--- config.mk ---
export PLATFORM = sky130hd
export DESIGN_NAME = brcs_regs
export DESIGN_NICKNAME = d
export VERILOG_FILES = /design/src/shared/brcs_pkg.sv /design/src/hw/brcs_regs.sv
export SDC_FILE = /design/constraint.sdc
export NUM_CORES = 1
export LEC_CHECK = 0
export ABC_CLOCK_PERIOD_IN_PS = 1800
export BUFFER_PORTS_ARGS = -buffer_cell sky130_fd_sc_hd__buf_2
export CORE_MARGIN = 2
export CORE_UTILIZATION = 54
export DETAILED_ROUTE_END_ITERATION = 7
export GPL_ROUTABILITY_DRIVEN = 0
export PLACE_DENSITY = 0.81
export SYNTH_ARGS = -nofsm -noshare
export SYNTH_HDL_FRONTEND = slang
export SYNTH_SLANG_ARGS = --single-unit
--- constraint.sdc ---
create_clock -name mclk -period 1.8 [get_ports mclk]
set_clock_uncertainty 0.05 [all_clocks]
set_input_delay 0 -clock mclk [delete_from_list [all_inputs] [get_ports mclk]]
set_output_delay 0 -clock mclk [all_outputs]
set_load 0.02 [all_outputs]
--- src/shared/brcs_pkg.sv ---
// register map, field layout and timing for the regulator control/status bank
`default_nettype none
package brcs_pkg;
  // register offsets on the internal register port
  localparam logic [7:0] CEIL_ADDR = 8'h03;
  localparam logic [7:0] LIMIT_ADDR = 8'h04;
  localparam logic [7:0] FLAGS_ADDR = 8'h05;
  // reset values
  localparam logic [7:0] CEIL_RESET = 8'h11;
  localparam logic [7:0] LIMIT_RESET = 8'h1D;
  localparam logic [7:0] FLAGS_RESET = 8'h00;
  localparam logic [7:0] UNMAPPED_DATA = 8'h00;
  // field positions
  localparam int CEIL_CODE_MSB = 4;
  localparam int LIMIT_OFF_BIT = 5;
  localparam int SOFT_CAP_BIT = 4;
  localparam int LIMIT_CODE_MSB = 3;
  localparam int THERMAL_BIT = 7;
  localparam int DIE_HOT_BIT = 6;
  localparam int SCHEME_BIT = 5;
  localparam int PATH_BIT = 4;
  localparam int BYPASS_OC_BIT = 3;
  localparam int BOOST_OC_BIT = 2;
  localparam int FAULT_BIT = 1;
  localparam int REGULATION_BIT = 0;
  // mode-control enable field code for forced pass-through
  localparam logic [1:0] FORCED_PASS_CODE = 2'h2;
  // boost input limit must persist this long before its flag latches
  localparam int CLK_MHZ = 100;
  localparam int BOOST_LIMIT_TIME_US = 1500;
  localparam int BOOST_LIMIT_CYCLES = BOOST_LIMIT_TIME_US * CLK_MHZ;

  // one access from the serial slave engine
  typedef struct packed {
    logic [7:0] addr;
    logic [7:0] wdata;
    logic wr;
    logic rd;
  } brcs_req_s;

  // asynchronous indications from the analog converter and pins
  typedef struct packed {
    logic thermalTrip;
    logic dieHot;
    logic pwmActive;
    logic dcdcActive;
    logic bypassLimit;
    logic boostInputLimit;
    logic faultEvent;
    logic outputInRegulation;
    logic enablePin;
  } brcs_sense_s;
endpackage
`default_nettype wire

--- src/hw/brcs_regs.sv ---
// ceiling, current-limit and status registers of the boost/bypass regulator
// What this block does
// - five-bit output ceiling code, 2.85V to 4.4V in 0.05V steps, reset 10001
// - limit register bit five: zero keeps current limit, one disables it
// - limit register bit four selects soft-start cap, resets to one
// - limit code in bits three to zero, 1500mA to 5000mA, reset 1101
// - status bit seven latches thermal shutdown, cleared by a status read
// - status bit six is live die-hot indication
// - status bit five shows switching scheme, one for pulse-width
// - status bit four shows path, one for active conversion
// - status bit three latches bypass overcurrent, cleared by status read
// - status bit two latches after boost input limit persists 1.5ms during active conversion
// - status bit one latches any fault, cleared by status read
// - status bit zero shows regulation, forced one during forced pass-through
// - enable field code 10 forces pass-through while the enable pin is high
`timescale 1ns/10ps
`default_nettype none
module brcs_regs #(
  parameter int unsigned BoostLimitCycles = brcs_pkg::BOOST_LIMIT_CYCLES
) (
  // clock and reset
  input wire logic mclk,
  input wire logic nrst,
  // register port from the serial slave engine
  input wire brcs_pkg::brcs_req_s regReq,
  output logic [7:0] rdData,
  output logic rdValid,
  // mode-control enable field, same clock domain
  input wire logic [1:0] enableField,
  // converter indications, asynchronous
  input wire brcs_pkg::brcs_sense_s sense,
  // controls to the converter
  output logic [4:0] ceilingCode,
  output logic currentLimitOff,
  output logic softStartCap,
  output logic [3:0] currentLimitCode,
  output logic forcedPassThrough
);
  import brcs_pkg::*;

  localparam int CW = $clog2(BoostLimitCycles + 1);
  localparam logic [CW-1:0] LAST_COUNT = CW'(BoostLimitCycles - 1);

  brcs_sense_s senseS1;
  brcs_sense_s senseS2;
  logic [7:0] ceil_q;
  logic [7:0] ceil_d;
  logic [7:0] limit_q;
  logic [7:0] limit_d;
  logic thermalFlag_q;
  logic bypassFlag_q;
  logic boostFlag_q;
  logic faultFlag_q;
  logic [CW-1:0] boostCnt_q;
  logic [CW-1:0] boostCnt_d;
  logic [7:0] rdData_q;
  logic [7:0] rdData_d;
  logic rdValid_q;
  logic forced_q;

  // first stage feeds only the second
  always_ff @(posedge mclk) begin
    if (!nrst) begin
      senseS1 <= '0;
      senseS2 <= '0;
    end else begin
      senseS1 <= sense;
      senseS2 <= senseS1;
    end
  end

  // decode
  wire ceilWr = regReq.wr && (regReq.addr == CEIL_ADDR);
  wire limitWr = regReq.wr && (regReq.addr == LIMIT_ADDR);
  wire flagsRd = regReq.rd && (regReq.addr == FLAGS_ADDR);
  wire ceilRd = regReq.rd && (regReq.addr == CEIL_ADDR);
  wire limitRd = regReq.rd && (regReq.addr == LIMIT_ADDR);

  // whole byte stored, so reserved bits read back but drive nothing
  assign ceil_d = ceilWr ? regReq.wdata : ceil_q;
  assign limit_d = limitWr ? regReq.wdata : limit_q;

  // forced pass-through overrides the bypass pin only while enabled
  wire forcedPass = senseS2.enablePin && (enableField == FORCED_PASS_CODE);

  // boost input limit must hold continuously during conversion
  wire boostCond = senseS2.boostInputLimit && senseS2.dcdcActive;
  wire boostHeld = boostCond && (boostCnt_q == LAST_COUNT);
  assign boostCnt_d = !boostCond ? '0 :
                      boostHeld ? boostCnt_q : boostCnt_q + 1'b1;

  wire regulationView = senseS2.outputInRegulation || forced_q;
  wire [7:0] flagsView = {thermalFlag_q, senseS2.dieHot, senseS2.pwmActive,
                          senseS2.dcdcActive, bypassFlag_q, boostFlag_q,
                          faultFlag_q, regulationView};

  // clear only what this read returns; a same-cycle event wins
  wire clrThermal = flagsRd && flagsView[THERMAL_BIT];
  wire clrBypass = flagsRd && flagsView[BYPASS_OC_BIT];
  wire clrBoost = flagsRd && flagsView[BOOST_OC_BIT];
  wire clrFault = flagsRd && flagsView[FAULT_BIT];

  assign rdData_d = flagsRd ? flagsView :
                    ceilRd ? ceil_q :
                    limitRd ? limit_q : UNMAPPED_DATA;

  always_ff @(posedge mclk) begin
    if (!nrst) begin
      ceil_q <= CEIL_RESET;
      limit_q <= LIMIT_RESET;
    end else begin
      ceil_q <= ceil_d;
      limit_q <= limit_d;
    end
  end

  always_ff @(posedge mclk) begin
    if (!nrst) begin
      thermalFlag_q <= FLAGS_RESET[THERMAL_BIT];
      bypassFlag_q <= FLAGS_RESET[BYPASS_OC_BIT];
      boostFlag_q <= FLAGS_RESET[BOOST_OC_BIT];
      faultFlag_q <= FLAGS_RESET[FAULT_BIT];
    end else begin
      thermalFlag_q <= senseS2.thermalTrip || (thermalFlag_q && !clrThermal);
      bypassFlag_q <= senseS2.bypassLimit || (bypassFlag_q && !clrBypass);
      boostFlag_q <= boostHeld || (boostFlag_q && !clrBoost);
      faultFlag_q <= senseS2.faultEvent || (faultFlag_q && !clrFault);
    end
  end

  always_ff @(posedge mclk) begin
    if (!nrst) begin
      boostCnt_q <= '0;
      rdData_q <= UNMAPPED_DATA;
      rdValid_q <= 1'b0;
      forced_q <= 1'b0;
    end else begin
      boostCnt_q <= boostCnt_d;
      rdData_q <= rdData_d;
      rdValid_q <= regReq.rd;
      forced_q <= forcedPass;
    end
  end

  assign rdData = rdData_q;
  assign rdValid = rdValid_q;
  assign ceilingCode = ceil_q[CEIL_CODE_MSB:0];
  assign currentLimitOff = limit_q[LIMIT_OFF_BIT];
  assign softStartCap = limit_q[SOFT_CAP_BIT];
  assign currentLimitCode = limit_q[LIMIT_CODE_MSB:0];
  assign forcedPassThrough = forced_q;
endmodule // brcs_regs
`default_nettype wire

==> flow_metrics.env <==
export IMPL_ir_worst_vdd_uv=628
export IMPL_pwr_share_clk=0.424
export IMPL_timing_rr_start="boostCnt_q[0]$_SDFFE_PN0N_"
export IMPL_async_flop_share=0
export IMPL_netSwitchingPower_uw=629
export IMPL_synthMuxAreaShare=0.0278
export IMPL_wl_per_cell_um=13.3
export IMPL_synth_compound_area_frac=0.0937
export IMPL_crit_arrival_ps=1900
export IMPL_grt_pass1_wl_um=8790
export IMPL_synth_avg_cell_area_sq_um=9.43
export IMPL_yosys_warnings=0
export IMPL_end_kind="flip-flop"
export IMPL_first_pass_iters=4
export IMPL_worst_pin_slew_ps=444
export IMPL_vias_per_cell=5.44
export IMPL_cts_made_buffers=9
export IMPL_ant_nets=0
export IMPL_fp_coreArea_sq_um=4660
export IMPL_hpwl_um=3540
export IMPL_synthSimpleGateAreaFrac=0.263
export IMPL_cp_startpoint="nrst"
export IMPL_antenna_found_initial=0
export IMPL_clock_root_buffer="clkbuf_8"
export IMPL_overflow=0
export IMPL_synth_top_area_share=0.515
export IMPL_synth_cell_types=39
export IMPL_dieArea_sq_um=5320
export IMPL_cp_data_required_time_ps=2030
export IMPL_ys_seq_area_frac=0.515
export IMPL_route_detailed_drc=0
export IMPL_power_density_nw_per_um2=878
export IMPL_seqPwrFrac=0.527
export IMPL_placement_cell_area_sq_um=2820
export IMPL_fin_crit_ps=1670
export IMPL_switching_share=0.223
export IMPL_die_w_um=72.9
export IMPL_power_frac_comb=0.048
export IMPL_io_pins=52
export IMPL_rsz0062_at_grt="false"
export IMPL_vias=2171
export IMPL_cts_tree="done"
export IMPL_synth_nets=304
export IMPL_initial_core_util=0.550
export IMPL_yosys_area_top_type="dfxtp_1"
export IMPL_synth_xor_area_frac=0.0410
export IMPL_design_area_sq_um=3220
export IMPL_synth_fa_ha_area_frac=0.00488
export IMPL_drtIter0Drc=112
export IMPL_diodes=0
export IMPL_syn_inst=272
export IMPL_finalSetupViolations=0
export IMPL_clkSinkCount=66
export IMPL_hold_viol=0
export IMPL_worstSetupPathType="input pin to flip-flop"
export IMPL_relSlewSlack=0.702
export IMPL_p_leak_uw=0.00133
export IMPL_io_buffers=51
export IMPL_netlist_area_sq_um=2560
export IMPL_grt_pass1_vias=1974
export IMPL_cts_buffer_depth=2
export IMPL_areaGrowthSynthToFinish_pct=25.6
export IMPL_finalWirelength_um=5330
export IMPL_fin_nets=372
export IMPL_synth_top_family_by_area="simple AND/OR/NAND/NOR gates"
export IMPL_track_usage=0.220
export IMPL_slew_viol_final=0
export IMPL_drive_gt1_frac=0.238
export IMPL_grt_max_degree=39
export IMPL_outcome="finished, final reports clean"
export IMPL_worstHoldStart="regReq[10]"
export IMPL_synthTopCellsByArea="dfxtp_1, and2_1, o21ai_0, nand2_1, nand3_1"
export IMPL_finalCritPeriodShare=0.929
export IMPL_synth_edf_count=0
export IMPL_cap_violations=0
export IMPL_tns_ps=0
export IMPL_insertion_delay_ps=330
export IMPL_path_clk_slew_ps=70
export IMPL_fmax_ghz=0.598
export IMPL_synth_ff_type="dfxtp_1"
export IMPL_core_rowCount=25
export IMPL_power_internal_uw=2200
export IMPL_ys_ff_latch=66
export IMPL_synthTopCellsByCount="dfxtp_1, nand2_1, and2_1"
export IMPL_die_h_um=72.9
export IMPL_cp_start_kind="input pin"
export IMPL_path_max_fanout=38
export IMPL_min_path_type="input pin to flip-flop"
export IMPL_post_cts_setup_buffers=0
export IMPL_synth_most_common_cell="dfxtp_1"
export IMPL_cts_htree_levels=3
==> final cells by class <==
| type | count | area, sq um |
|---|---|---|
| inverters | 2 | 7.51 |
| clock buffers | 9 | 124 |
| clock inverters | 7 | 70.1 |
| fillers | 359 | 1440 |
| well taps | 54 | 67.6 |
| multi-input cells | 181 | 1100 |
| flip-flops and latches | 66 | 1320 |
| repair buffers | 80 | 526 |
==> registers in the layout (all words and copies together) (netlist names), 3 cells and up <==
name / cells
boostCnt_q: 18
ceil_q: 8
flagsView: 3
senseS1: 9
senseS2: 6
limit_q: 8
rdData: 8
==> placed cells by master, fill, tap and decap left out, types with 3 or more instances in the layout <==
cell type / netlist / layout
and2_1: 21 / 21
and4_1: 3 / 3
clkinv_2: 0 / 3
a21oi_1: 6 / 6
dlygate4sd3_1: 0 / 21
nor3_1: 4 / 4
clkbuf_8: 0 / 9
xor2_1: 7 / 7
dfxtp_1: 66 / 66
xnor2_1: 5 / 5
nand3_1: 17 / 17
mux2i_1: 6 / 6
buf_4: 11 / 8
a211oi_1: 9 / 9
nand2_1: 23 / 23
o21ai_0: 18 / 18
nand4b_1: 4 / 4
nor2b_1: 4 / 4
nor4_1: 3 / 3
nand4_1: 10 / 10
buf_2: 3 / 51
nor2_1: 19 / 19
==> metrics by stage <==
stage / total power (uW) / worst slack [ps] / instances / hold WS, ps / util
2_1_floorplan: 1580 / 309 / 272 / 75.1 / -
3_3_place_gp: 1620 / 227 / 362 / 155 / 0.604
3_5_place_dp: 1630 / 160 / 362 / 159 / 0.604
4_1_cts: 2850 / 158 / 399 / 33.3 / 0.691
5_1_grt: 2940 / 10.1 / 399 / 42.6 / 0.691
6_report: 2830 / 127 / 399 / 43.6 / 0.691
==> cell families after synthesis <==
logic type	after synthesis
flops	66
fa+ha+maj	1
buf+inv	25
compound gates	40
xor+xnor	12
mux	7
simple gates	121
==> critical path, cell delays in order <==
cell and delay [ps]:
dlygate4sd3_1 550, buf_2 220, buf_4 340, and4b_1 240, dlygate4sd3_1 540
==> routing by layer <==
layer,routed length (um),vias to the layer above,global-route usage,part of all wire
met5,0,-,0,0
met4,110,0,0.101,0.021
met3,236,11,0.0677,0.044
met2,2680,63,0.372,0.50
met1,2300,1016,0.255,0.43
li1,-,1081,-,-
==> final timing paths <==
path / to / slack [ps] / cells after the start
worst min-delay path: rdData[6]$_SDFF_PN0_ / 40 / 3
worst max-delay path: forcedPassThrough$_SDFF_PN0_ / 130 / 5
worst min register to register: senseS2[0]$_SDFF_PN0_ / 380 / 1
worst max register to register: boostCnt_q[4]$_SDFFE_PN0N_ / 160 / 5
==> repair_timing <==
| action | 4_1_cts | 5_1_grt |
|---|---|---|
| endpoints found under the hold margin | 30 | 0 |
| hold buffers | 21 | 0 |
| resized for setup | 0 | 0 |
==> power by group through the flow <==
stage	Sequential [uW]	Clock [uW]	Combinational (uW)
after global routing	1490	1300	151
final	1490	1200	137
after CTS	1490	1220	136
after global placement	1520	0	98.3
after floorplan	1530	0	50.1
after detailed placement	1530	0	102
Power figures use the tool's default switching activity.
